[src/cksie_defs.vh]
// Purpose: shared constants of the clock-system interrupt enable block
// Assumes: 32-bit register words on a byte-addressed bus
// Notes:   offsets are byte addresses; reserved bits read as zero
`ifndef CKSIE_DEFS_VH
`define CKSIE_DEFS_VH

// register byte offsets
`define CKSIE_OFS_EN_CLR      8'h00
`define CKSIE_OFS_EN_SET      8'h04
`define CKSIE_OFS_FLAG        8'h08
`define CKSIE_OFS_STATUS      8'h0C
`define CKSIE_OFS_WPROT       8'h10
`define CKSIE_OFS_PEND        8'h14

// number of interrupt sources
`define CKSIE_NSRC            12

// source bit positions
`define CKSIE_BIT_XTAL_RDY    0
`define CKSIE_BIT_XT32K_RDY   1
`define CKSIE_BIT_RC32K_RDY   2
`define CKSIE_BIT_RC8M_RDY    3
`define CKSIE_BIT_FLL_RDY     4
`define CKSIE_BIT_FLL_OOB     5
`define CKSIE_BIT_FLL_FINE    6
`define CKSIE_BIT_FLL_COARSE  7
`define CKSIE_BIT_FLL_REFSTP  8
`define CKSIE_BIT_BO_RDY      9
`define CKSIE_BIT_BO_DET      10
`define CKSIE_BIT_BO_SYNC     11

// write-protect register fields
`define CKSIE_BIT_WP_LOCK     0
`define CKSIE_BIT_WP_VIOL     1

// reset values
`define CKSIE_RST_EN          12'h000
`define CKSIE_RST_FLAG        12'h000
`define CKSIE_RST_WPROT       1'b0

// bus responses
`define CKSIE_RESP_OKAY       2'b00
`define CKSIE_RESP_SLVERR     2'b10
`define CKSIE_RESP_DECERR     2'b11

`endif

[src/cksie_axil_slave.v]
// Purpose: AXI4-Lite slave front end; turns bus beats into register strobes
// Assumes: one write and one read outstanding at most
// Notes:   address and data may arrive in either order
`timescale 1ns/1ps
`include "cksie_defs.vh"
module cksie_axil_slave #(
   parameter AW = 8
) (
   input  wire          aclk,     // bus clock
   input  wire          aresetn,  // sync reset, active low
   input  wire [AW-1:0] awaddr,   // write address
   input  wire          awvalid,  // write address valid
   output wire          awready,  // write address ready
   input  wire [31:0]   wdata,    // write data
   input  wire [3:0]    wstrb,    // write byte strobes
   input  wire          wvalid,   // write data valid
   output wire          wready,   // write data ready
   output reg  [1:0]    bresp,    // write response
   output reg           bvalid,   // write response valid
   input  wire          bready,   // write response ready
   input  wire [AW-1:0] araddr,   // read address
   input  wire          arvalid,  // read address valid
   output wire          arready,  // read address ready
   output reg  [31:0]   rdata,    // read data
   output reg  [1:0]    rresp,    // read response
   output reg           rvalid,   // read data valid
   input  wire          rready,   // read data ready
   output wire          wr_req,   // one-cycle write strobe
   output wire [AW-1:0] wr_addr,  // write address to regs
   output wire [31:0]   wr_data,  // write data to regs
   output wire [3:0]    wr_strb,  // write strobes to regs
   input  wire [1:0]    wr_resp,  // response for this write
   output wire          rd_req,   // one-cycle read strobe
   output wire [AW-1:0] rd_addr,  // read address to regs
   input  wire [31:0]   rd_data,  // read data from regs
   input  wire [1:0]    rd_resp   // response for this read
);
   reg          aw_got_reg;
   reg          w_got_reg;
   reg [AW-1:0] aw_addr_reg;
   reg [31:0]   w_data_reg;
   reg [3:0]    w_strb_reg;
   wire         aw_hs;
   wire         w_hs;

   // no new beat is taken while a response waits, so at most one is in flight
   assign awready = ~aw_got_reg & ~bvalid;
   assign wready  = ~w_got_reg & ~bvalid;
   assign aw_hs   = awvalid & awready;
   assign w_hs    = wvalid & wready;
   assign wr_req  = (aw_got_reg | aw_hs) & (w_got_reg | w_hs) & ~bvalid;
   assign wr_addr = aw_got_reg ? aw_addr_reg : awaddr;
   assign wr_data = w_got_reg ? w_data_reg : wdata;
   assign wr_strb = w_got_reg ? w_strb_reg : wstrb;

   assign arready = ~rvalid;
   assign rd_req  = arvalid & arready;
   assign rd_addr = araddr;

   always @(posedge aclk) begin
      if (!aresetn) begin
         aw_got_reg  <= 1'b0;
         w_got_reg   <= 1'b0;
         aw_addr_reg <= {AW{1'b0}};
         w_data_reg  <= 32'h00000000;
         w_strb_reg  <= 4'h0;
         bvalid      <= 1'b0;
         bresp       <= `CKSIE_RESP_OKAY;
      end else begin
         if (wr_req) begin
            aw_got_reg <= 1'b0;
            w_got_reg  <= 1'b0;
            bvalid     <= 1'b1;
            bresp      <= wr_resp;
         end else begin
            if (aw_hs) begin
               aw_got_reg  <= 1'b1;
               aw_addr_reg <= awaddr;
            end
            if (w_hs) begin
               w_got_reg  <= 1'b1;
               w_data_reg <= wdata;
               w_strb_reg <= wstrb;
            end
            if (bvalid && bready) begin
               bvalid <= 1'b0;
            end
         end
      end
   end

   always @(posedge aclk) begin
      if (!aresetn) begin
         rvalid <= 1'b0;
         rdata  <= 32'h00000000;
         rresp  <= `CKSIE_RESP_OKAY;
      end else if (rd_req) begin
         rvalid <= 1'b1;
         rdata  <= rd_data;
         rresp  <= rd_resp;
      end else if (rvalid && rready) begin
         rvalid <= 1'b0;
      end
   end
endmodule

[src/cksie_irq_regs.v]
// Purpose: interrupt enable set/clear, flags and request of the clock system
// Assumes: status inputs come from oscillator logic outside the aclk domain
// Notes:   flags and enables are plain flip-flops; request output registered
// Summary of operation
// - enable set at 0x04, zero reset, protected
// - writing zero leaves an enable unchanged
// - bit 11 enables brownout sync ready request
// - bit 10 enables brownout detect request
// - bit 9 enables brownout ready request
// - bit 8 enables reference clock stopped request
// - bit 7 enables locked loop coarse request
// - bit 6 enables locked loop fine request
// - bit 5 enables locked loop out-of-bounds request
// - bit 4 enables locked loop ready request
// - bit 3 enables 8 MHz oscillator ready request
// - bit 0 enables crystal ready request
// - bits 2, 1 enable 32 kHz ready requests
// - flag sets on rising status, write-one clears
// - clear register write-one disables an enable
//
// Chosen here: the AXI4-Lite interface to the registers.
`timescale 1ns/1ps
`include "cksie_defs.vh"
module cksie_irq_regs #(
   parameter AW   = 8,
   parameter NSRC = `CKSIE_NSRC
) (
   input  wire            aclk,         // 125 MHz bus clock
   input  wire            aresetn,      // sync reset, active low
   input  wire [AW-1:0]   s_awaddr,     // write address
   input  wire            s_awvalid,    // write address valid
   output wire            s_awready,    // write address ready
   input  wire [31:0]     s_wdata,      // write data
   input  wire [3:0]      s_wstrb,      // write byte strobes
   input  wire            s_wvalid,     // write data valid
   output wire            s_wready,     // write data ready
   output wire [1:0]      s_bresp,      // write response
   output wire            s_bvalid,     // write response valid
   input  wire            s_bready,     // write response ready
   input  wire [AW-1:0]   s_araddr,     // read address
   input  wire            s_arvalid,    // read address valid
   output wire            s_arready,    // read address ready
   output wire [31:0]     s_rdata,      // read data
   output wire [1:0]      s_rresp,      // read response
   output wire            s_rvalid,     // read data valid
   input  wire            s_rready,     // read data ready
   input  wire [NSRC-1:0] power_clock_status, // raw status levels, async
   output wire [NSRC-1:0] irq_src_req,  // per-source request, registered
   output wire            irq           // combined request, level, active high
);
   wire            wr_req;
   wire [AW-1:0]   wr_addr;
   wire [31:0]     wr_data;
   wire [3:0]      wr_strb;
   reg  [1:0]      wr_resp;
   wire            rd_req;
   wire [AW-1:0]   rd_addr;
   reg  [31:0]     rd_data;
   reg  [1:0]      rd_resp;

   reg  [NSRC-1:0] enable_reg;
   wire [NSRC-1:0] enable_next;
   reg  [NSRC-1:0] irq_flag_reg;
   wire [NSRC-1:0] irq_flag_next;
   reg             wp_lock_reg;
   reg             wp_lock_next;
   reg             wp_viol_reg;
   reg             wp_viol_next;
   reg  [NSRC-1:0] stat_meta_reg;
   reg  [NSRC-1:0] stat_sync_reg;
   reg  [NSRC-1:0] stat_prev_reg;
   reg  [NSRC-1:0] src_req_reg;
   reg             irq_reg;

   wire [31:0]     strb_mask;
   wire [31:0]     wr_bits;
   wire [NSRC-1:0] wr_ones;
   wire [NSRC-1:0] status_rise;
   wire [NSRC-1:0] flag_clr;
   wire [NSRC-1:0] en_set;
   wire [NSRC-1:0] en_clr;
   wire [NSRC-1:0] pend;
   wire [NSRC-1:0] src_req;
   wire            hit_en_clr;
   wire            hit_en_set;
   wire            hit_flag;
   wire            hit_wprot;
   wire            wr_blocked;

   cksie_axil_slave #(
      .AW (AW)
   ) u_bus (
      .aclk    (aclk),
      .aresetn (aresetn),
      .awaddr  (s_awaddr),
      .awvalid (s_awvalid),
      .awready (s_awready),
      .wdata   (s_wdata),
      .wstrb   (s_wstrb),
      .wvalid  (s_wvalid),
      .wready  (s_wready),
      .bresp   (s_bresp),
      .bvalid  (s_bvalid),
      .bready  (s_bready),
      .araddr  (s_araddr),
      .arvalid (s_arvalid),
      .arready (s_arready),
      .rdata   (s_rdata),
      .rresp   (s_rresp),
      .rvalid  (s_rvalid),
      .rready  (s_rready),
      .wr_req  (wr_req),
      .wr_addr (wr_addr),
      .wr_data (wr_data),
      .wr_strb (wr_strb),
      .wr_resp (wr_resp),
      .rd_req  (rd_req),
      .rd_addr (rd_addr),
      .rd_data (rd_data),
      .rd_resp (rd_resp)
   );

   // byte lanes not strobed carry no ones, so they never set or clear anything
   assign strb_mask = {{8{wr_strb[3]}}, {8{wr_strb[2]}}, {8{wr_strb[1]}}, {8{wr_strb[0]}}};
   assign wr_bits   = wr_data & strb_mask;
   assign wr_ones   = wr_bits[NSRC-1:0];

   assign hit_en_clr = wr_req & (wr_addr == `CKSIE_OFS_EN_CLR);
   assign hit_en_set = wr_req & (wr_addr == `CKSIE_OFS_EN_SET);
   assign hit_flag   = wr_req & (wr_addr == `CKSIE_OFS_FLAG);
   assign hit_wprot  = wr_req & (wr_addr == `CKSIE_OFS_WPROT);

   // protected enables refuse both set and clear while locked
   assign wr_blocked = (hit_en_set | hit_en_clr) & wp_lock_reg;

   // only ones act; a zero bit in the word leaves the enable alone
   assign en_set   = (hit_en_set & ~wp_lock_reg) ? wr_ones : {NSRC{1'b0}};
   assign en_clr   = (hit_en_clr & ~wp_lock_reg) ? wr_ones : {NSRC{1'b0}};
   assign flag_clr = hit_flag ? wr_ones : {NSRC{1'b0}};

   // status levels cross from the oscillator domain; edge taken after sync
   always @(posedge aclk) begin
      if (!aresetn) begin
         stat_meta_reg <= {NSRC{1'b0}};
         stat_sync_reg <= {NSRC{1'b0}};
         stat_prev_reg <= {NSRC{1'b0}};
      end else begin
         stat_meta_reg <= power_clock_status;
         stat_sync_reg <= stat_meta_reg;
         stat_prev_reg <= stat_sync_reg;
      end
   end

   // a status already high at reset release still raises its flag: prev
   // clears with reset while sync catches up two cycles later
   assign status_rise = stat_sync_reg & ~stat_prev_reg;

   genvar gi;
   generate
      for (gi = 0; gi < NSRC; gi = gi + 1) begin : g_src
         // a rise in the same cycle as a write-one clear keeps the flag set
         assign irq_flag_next[gi] = (irq_flag_reg[gi] & ~flag_clr[gi]) | status_rise[gi];
         // one stored enable, reached from both the set and the clear port
         assign enable_next[gi] = (enable_reg[gi] & ~en_clr[gi]) | en_set[gi];
      end
   endgenerate

   assign pend = irq_flag_reg & enable_reg;

   // per-source request: flag present and its enable high
   assign src_req[`CKSIE_BIT_BO_SYNC]    = pend[`CKSIE_BIT_BO_SYNC];
   assign src_req[`CKSIE_BIT_BO_DET]     = pend[`CKSIE_BIT_BO_DET];
   assign src_req[`CKSIE_BIT_BO_RDY]     = pend[`CKSIE_BIT_BO_RDY];
   assign src_req[`CKSIE_BIT_FLL_REFSTP] = pend[`CKSIE_BIT_FLL_REFSTP];
   assign src_req[`CKSIE_BIT_FLL_COARSE] = pend[`CKSIE_BIT_FLL_COARSE];
   assign src_req[`CKSIE_BIT_FLL_FINE]   = pend[`CKSIE_BIT_FLL_FINE];
   assign src_req[`CKSIE_BIT_FLL_OOB]    = pend[`CKSIE_BIT_FLL_OOB];
   assign src_req[`CKSIE_BIT_FLL_RDY]    = pend[`CKSIE_BIT_FLL_RDY];
   assign src_req[`CKSIE_BIT_RC8M_RDY]   = pend[`CKSIE_BIT_RC8M_RDY];
   assign src_req[`CKSIE_BIT_RC32K_RDY]  = pend[`CKSIE_BIT_RC32K_RDY];
   assign src_req[`CKSIE_BIT_XT32K_RDY]  = pend[`CKSIE_BIT_XT32K_RDY];
   assign src_req[`CKSIE_BIT_XTAL_RDY]   = pend[`CKSIE_BIT_XTAL_RDY];

   // write-protect control: lock bit plain r/w, violation bit sticky
   always @* begin
      wp_lock_next = wp_lock_reg;
      wp_viol_next = wp_viol_reg;
      if (hit_wprot && wr_strb[0]) begin
         wp_lock_next = wr_data[`CKSIE_BIT_WP_LOCK];
         if (wr_data[`CKSIE_BIT_WP_VIOL]) begin
            wp_viol_next = 1'b0;
         end
      end
      // a refused write in the clearing cycle still leaves the mark
      if (wr_blocked) begin
         wp_viol_next = 1'b1;
      end
   end

   always @(posedge aclk) begin
      if (!aresetn) begin
         enable_reg   <= `CKSIE_RST_EN;
         irq_flag_reg <= `CKSIE_RST_FLAG;
         wp_lock_reg  <= `CKSIE_RST_WPROT;
         wp_viol_reg  <= 1'b0;
         src_req_reg  <= {NSRC{1'b0}};
         irq_reg      <= 1'b0;
      end else begin
         enable_reg   <= enable_next;
         irq_flag_reg <= irq_flag_next;
         wp_lock_reg  <= wp_lock_next;
         wp_viol_reg  <= wp_viol_next;
         src_req_reg  <= src_req;
         irq_reg      <= |src_req;
      end
   end

   assign irq_src_req = src_req_reg;
   assign irq         = irq_reg;

   // write answer: locked enable writes and offsets other than enable, flag and write-protect are refused
   always @* begin
      wr_resp = `CKSIE_RESP_OKAY;
      if (wr_blocked) begin
         wr_resp = `CKSIE_RESP_SLVERR;
      end else if (!(hit_en_clr | hit_en_set | hit_flag | hit_wprot)) begin
         wr_resp = `CKSIE_RESP_DECERR;
      end
   end

   // read mux; reserved bits read as zero
   always @* begin
      rd_data = 32'h00000000;
      rd_resp = `CKSIE_RESP_OKAY;
      case (rd_addr)
         `CKSIE_OFS_EN_CLR: begin
            rd_data[NSRC-1:0] = enable_reg;
         end
         `CKSIE_OFS_EN_SET: begin
            rd_data[NSRC-1:0] = enable_reg;
         end
         `CKSIE_OFS_FLAG: begin
            rd_data[NSRC-1:0] = irq_flag_reg;
         end
         `CKSIE_OFS_STATUS: begin
            rd_data[NSRC-1:0] = stat_sync_reg;
         end
         `CKSIE_OFS_WPROT: begin
            rd_data[`CKSIE_BIT_WP_LOCK] = wp_lock_reg;
            rd_data[`CKSIE_BIT_WP_VIOL] = wp_viol_reg;
         end
         `CKSIE_OFS_PEND: begin
            rd_data[NSRC-1:0] = pend;
         end
         default: begin
            rd_resp = `CKSIE_RESP_DECERR;
         end
      endcase
   end

   // rd_req is unused beyond the slave: reads here have no side effects
   wire unused_rd_req;
   assign unused_rd_req = rd_req;
endmodule

[config.mk]
export PLATFORM = sky130hd
export DESIGN_NAME = cksie_irq_regs
export DESIGN_NICKNAME = d
export VERILOG_FILES = /design/src/cksie_axil_slave.v /design/src/cksie_irq_regs.v
export VERILOG_INCLUDE_DIRS = /design/src
export SDC_FILE = /design/constraint.sdc
export NUM_CORES = 1
export LEC_CHECK = 0
export BUFFER_PORTS_ARGS = -buffer_cell sky130_fd_sc_hd__buf_2
export CAP_MARGIN = 20
export CORE_MARGIN = 5
export CORE_UTILIZATION = 56
export CTS_CLUSTER_DIAMETER = 80
export CTS_CLUSTER_SIZE = 10
export DETAILED_ROUTE_END_ITERATION = 7
export GPL_TIMING_DRIVEN = 0
export PLACE_DENSITY_LB_ADDON = 0.1
export REMOVE_ABC_BUFFERS = 1
export SKIP_LAST_GASP = 1
export SLEW_MARGIN = 5
export SYNTH_ARGS = -nofsm -noshare
export SYNTH_HDL_FRONTEND = slang
export SYNTH_HIERARCHICAL = 1
export SYNTH_SLANG_ARGS = --single-unit
[constraint.sdc]
create_clock -name aclk -period 2.6 [get_ports aclk]
set_input_delay 0.26 -clock aclk [delete_from_list [all_inputs] [get_ports aclk]]
set_output_delay 0.26 -clock aclk [all_outputs]
set_load 0.02 [all_outputs]
Yosys cells after proc, flatten, opt, wreduce, memory -nomap -nowiden

Cells that the tools add are included.

Input bits: 71
Output and inout bits: 54
Word-level logic and storage cells: 163
Bits in registers: 117

Reductions and logical operators: 16
Eq/ne operators: 8
Bitwise gates (word level): 102
Mux-type cells: 18

Operators with widths:

| kind                                                             | number |
|---|---|
| 12-bit 2-to-1 mux                                                | 4 |
| 10-bit one-hot mux with 4 select lines                           | 1 |
| 1-bit AND                                                        | 38 |
| 12-bit AND                                                       | 3 |
| 1-bit NOT                                                        | 31 |
| 1-bit OR                                                         | 29 |
| 8-bit by 4-bit == test with 1-bit output (second input constant) | 3 |
| 8-bit by 5-bit == test with 1-bit output (second input constant) | 3 |
| 8-bit by 3-bit == test with 1-bit output (second input constant) | 2 |
| 8-bit logical NOT                                                | 2 |
| 12-bit NOT                                                       | 1 |
| 12-bit OR reduction                                              | 1 |
| 2-bit one-hot mux with 5 select lines                            | 1 |
| 2-bit 2-to-1 mux                                                 | 4 |
| 8-bit 2-to-1 mux                                                 | 1 |
| 2-bit nonzero test                                               | 4 |
| 1-bit 2-to-1 mux                                                 | 7 |
| 2-bit AND reduction                                              | 3 |
| 6-bit OR reduction                                               | 1 |
| 2-bit OR reduction                                               | 2 |
| 1-bit logical AND                                                | 3 |

Logic depth before layout (Yosys ltp)

Depth after elaboration: 12
Mapped depth: 8
Depth with buffers taken out: 7

Modules after synthesis

The synthesis kept the hierarchy.

Modules (own cells, without submodules):

| module           | sequential area each (µm²) | cells an instance | times used | area each (µm²) |
|---|---|---|---|---|
| cksie_axil_slave | 1,681.6                    | 427               | 1          | 3,895.0 |
| cksie_irq_regs   | 1,501.4                    | 316               | 1          | 2,900.3 |

Worst setup path after synthesis

Ideal clock, no wire load.

Kind: flip-flop to flip-flop
From: register u_bus.aw_got_reg
To: register irq_flag_reg[0]
Stages on the path, launching flop included: 8
Path slack: 192 ps
Required time: 2,480 ps
Path buffers: 2
Data arrival time: 2,288 ps
Period minus slack after synthesis: 2,408 ps
Setup time: 120 ps
Cell sequence: dfxtp_1 -> buf_2 -> mux2_2 -> or4b_4 -> or4b_4 -> buf_6 -> o211ai_2 -> o21ai_1

Elaborated cells on any way between the ends: 13
Those cells by class: eq/ne (1); mux (2); bitwise (10)

RTL lines:

| item                                                      | RTL line              | RTL |
|---|---|---|
| start: declaration                                        | cksie_axil_slave.v:38 | `reg aw_got_reg;` |
| start signal: assignment                                  | cksie_axil_slave.v:62 | `aw_got_reg <= 1'b0;` |
| start signal: assignment                                  | cksie_axil_slave.v:71 | `aw_got_reg <= 1'b0;` |
| start signal: assignment                                  | cksie_axil_slave.v:77 | `aw_got_reg <= 1'b1;` |
| 8-bit 2-to-1 mux                                          | cksie_axil_slave.v:52 | `assign wr_addr = aw_got_reg ? aw_addr_reg : awaddr;` |
| named net wr_addr[1]                                      | cksie_irq_regs.v:52   | `wire [AW-1:0] wr_addr;` |
| 8-bit by 4-bit == test with 1-bit output (no source line) | n/a                   |  |
| 1-bit AND                                                 | cksie_irq_regs.v:130  | `` assign hit_flag = wr_req & (wr_addr == `CKSIE_OFS_FLAG); `` |
| 12-bit 2-to-1 mux                                         | cksie_irq_regs.v:139  | `assign flag_clr = hit_flag ? wr_ones : {NSRC{1'b0}};` |
| 1-bit NOT                                                 | cksie_irq_regs.v:162  | `assign irq_flag_next[gi] = (irq_flag_reg[gi] & ~flag_clr[gi]) \| status_rise[gi];` |
| 1-bit AND                                                 | cksie_irq_regs.v:162  |  |
| 1-bit OR                                                  | cksie_irq_regs.v:162  |  |
| end signal: assignment                                    | cksie_irq_regs.v:203  | `` irq_flag_reg <= `CKSIE_RST_FLAG; `` |
| end signal: assignment                                    | cksie_irq_regs.v:210  | `irq_flag_reg <= irq_flag_next;` |
| end: declaration                                          | cksie_irq_regs.v:63   | `reg [NSRC-1:0] irq_flag_reg;` |

The timed path passes the listed nets, and every way through them passes these cells.
A chain may end at the register's enable or synchronous reset.

Final worst setup path

From: register u_bus.w_got_reg
To: register irq_flag_reg[10]

Cells in the longest elaborated chain, start to end: 11
Elaborated cells on any way between the ends: 14
Those cells by class: mux (3); bitwise (11)

RTL lines:

| item                       | RTL line              | RTL |
|---|---|---|
| start: declaration         | cksie_axil_slave.v:39 | `reg w_got_reg;` |
| start signal: assignment   | cksie_axil_slave.v:63 | `w_got_reg <= 1'b0;` |
| start signal: assignment   | cksie_axil_slave.v:72 | `w_got_reg <= 1'b0;` |
| start signal: assignment   | cksie_axil_slave.v:81 | `w_got_reg <= 1'b1;` |
| 1-bit NOT                  | cksie_axil_slave.v:48 | `assign wready = ~w_got_reg & ~bvalid;` |
| 1-bit AND                  | cksie_axil_slave.v:48 |  |
| 1-bit AND                  | cksie_axil_slave.v:50 | `assign w_hs = wvalid & wready;` |
| 1-bit OR (*)               | cksie_axil_slave.v:51 | `assign wr_req = (aw_got_reg \| aw_hs) & (w_got_reg \| w_hs) & ~bvalid;` |
| 1-bit AND (*) (2 in a row) | cksie_axil_slave.v:51 |  |
| named net wr_req           | cksie_irq_regs.v:51   | `wire wr_req;` |
| 1-bit AND (*)              | cksie_irq_regs.v:130  |  |
| 12-bit 2-to-1 mux (*)      | cksie_irq_regs.v:139  |  |
| 1-bit NOT (*)              | cksie_irq_regs.v:162  |  |
| 1-bit AND (*)              | cksie_irq_regs.v:162  |  |
| 1-bit OR (*)               | cksie_irq_regs.v:162  |  |

Mark *: on every way through the listed nets, which the timed path passes. The rest lies on a longest branch.

==> impl_metrics.tcl <==
set metrics [dict create \
    status "complete, no violations" \
    cts.clk_slew.worst_paths_ns 0.06 \
    cp-end-kind "flip-flop" \
    final_cell_mix "nand2_1 (173), dfxtp_1 (135), buf_2 (101)" \
    ff2ff_setup_slack_ns 0.07 \
    hold_start "s_wdata[11]" \
    internal_power_uw 4020 \
    irDropWorstVdd_mv 0.477 \
    worstSetupStartpointType "flip-flop" \
    clock_path_buffers 2 \
    reg2reg_to "irq_flag_reg[10]$_SDFF_PN0_" \
    timing.fmax_ghz 0.395 \
    power_frac_seq 0.432 \
    path_cells "nor2_1, nor3_4, or4b_4, or4b_4, o211ai_1, o21ai_0" \
    power_density_nw_per_um2 731 \
    critPathMaxStageDelay_ns 0.65 \
    clkPwrFrac 0.474 \
    syn_to_final_growth_pct 24.9 \
    track_usage 0.205 \
    grt-ovfl-total 0 \
    arrival_ns 2.92 \
    worst_pin_slew_ns 0.657 \
    final_cells 896 \
    rows 36 \
    drc_errors 0 \
    n_antenna_cell 0 \
    final_nets 824 \
    p_switching_uw 1180 \
    top_register "u_bus/rdata" \
    min-delay-path-class "in -> reg" \
    vias 4611 \
    slew_viol_final 0 \
    crit_top_cell "or4b_4" \
    final_common_cell "nand2_1" \
    dp.cells 833 \
    coreArea_um2 9860 \
    skew_ns 0.0104 \
    netlist_area_um2 5690 \
    clk_latency_ns 0.51 \
    netlist_instances 631 \
    grt_pass1_vias 4575 \
    period_needed_ns 2.53 \
    antenna_found_initial 0 \
    p_sw_frac 0.227 \
    viasPerCell 5.15 \
    wl_met2_um 6430 \
    place_congestion 0.785 \
    whs_ns 0.0204 \
    drt-initial-drc-count 296 \
    cp_max_fo 17 \
    dr.pass1.iters 5 \
    p_leak_uw 0.00311 \
    clock-sinks 137 \
    worstReg2RegStart "u_bus/w_got_reg$_SDFFE_PP0P_" \
    maxCapViolations 0 \
    die_h_um 111 \
    top_layer_used "met4" \
    largest_reg_flops 32 \
    initial_utilization 0.577 \
    antenna_left 0 \
    worstHoldPathCells 3 \
    tritoncts "done" \
    rsz0062_at_grt "yes" \
    dieArea_um2 12300 \
    io_buffers 102 \
    routed_wl_um 12500 \
    avgSynthCellArea_um2 9.02 \
    htree_levels 4 \
    hold_end "u_bus/w_data_reg[11]$_SDFFE_PN0P_" \
    root_buffer "clkbuf_8" \
    dr_wl_met3_um 583 \
    drt-met1-wl_um 5370 \
    cts_inserted_buffers 17 \
    ioPinCount 125 \
    crit_type "reg -> reg" \
    slew-limit-headroom 0.556 \
    grt_first_pass_wirelength_um 21000 \
    p_comb_frac 0.094 \
    dpl.hpwl_um 8190 \
    cpMaxStageDelayCell "or4b_4" \
    ff2ff_path_depth 6 \
    setup_viol 0 \
    grt_max_degree 90 \
    fp.dieW_um 111 \
    yosysWarnings 6 \
    final_core_util 0.721 \
    min_period_over_period 0.975 \
    wl_per_cell_um 14.0 \
    crit_required_ns 2.98 \
    hold_viol_final 0 \
    final_layout_size_suffix_gt1_frac 0.235 \
]
per-layer routing:
metal	vias up	global-route usage
met1	2152	0.241
met5	-	0
met4	0	0.0690
met2	109	0.363
met3	11	0.0535
li1	2339	-
timing repair:
item                       4_1_cts  5_1_grt
resized for setup                5        1
hold buffers                    29        0
buffers inserted                 2        3
setup endpoints to repair       25       14
hold endpoints to repair        28        0
pin swaps                        1        1
gates cloned                     0        0
final cells by class:
type                            instances  area (µm²)
Tap cell                              133         166
Sequential cell                       137        2750
Clock buffer                           21         459
Timing Repair Buffer                  138         883
Fill cell                             746        2750
Inverter                               18        68.8
Clock inverter                          8         145
Multi-Input combinational cell        441        2640
worst max-delay path: cells and delay by family (launching register included):
family | cells | cell delay [ns]
AO/OA/AOI/OAI | 2 | 0.33
flip-flops | 1 | 0.48
AND/OR/NAND/NOR | 4 | 1.60
power groups by stage:
| stage | sequential, µW | clock, µW | combinational, µW |
|---|---|---|---|
| final | 2240 | 2460 | 486 |
| after global routing | 2250 | 2600 | 537 |
| after floorplan | 2310 | 0 | 234 |
| after CTS | 2240 | 2500 | 480 |
| after detailed placement | 2290 | 0 | 442 |
| after global placement | 2280 | 0 | 424 |
how the worst max path moves through the flow:
stage                                  start                          end  slack, ns  cells after the start
6_report        u_bus/w_got_reg$_SDFFE_PP0P_  irq_flag_reg[10]$_SDFF_PN0_       0.07                      6
5_1_grt         u_bus/w_got_reg$_SDFFE_PP0P_  irq_flag_reg[10]$_SDFF_PN0_      -0.02                      6
4_1_cts        u_bus/aw_got_reg$_SDFFE_PP0P_  irq_flag_reg[10]$_SDFF_PN0_       0.08                      6
3_5_place_dp    u_bus/w_got_reg$_SDFFE_PP0P_     enable_reg[0]$_SDFF_PN0_      -0.47                      6
3_3_place_gp                         aresetn     enable_reg[1]$_SDFF_PN0_      -0.86                      5
2_1_floorplan   u_bus/w_got_reg$_SDFFE_PP0P_  irq_flag_reg[10]$_SDFF_PN0_       0.03                      6
per-stage QoR:
stage / total power (µW) / cell area [µm²] / setup TNS [ns] / worst slack [ns]
2_1_floorplan: 2540 / 5440 / 0 / 0.0304
3_3_place_gp: 2710 / 6110 / -16.09 / -0.862
3_5_place_dp: 2730 / 6160 / -9.01 / -0.475
4_1_cts: 5230 / 7080 / 0 / 0.0836
5_1_grt: 5390 / 7110 / -0.0199 / -0.0185
6_report: 5200 / 7110 / 0 / 0.0659
(Power assumes the default switching activity.)
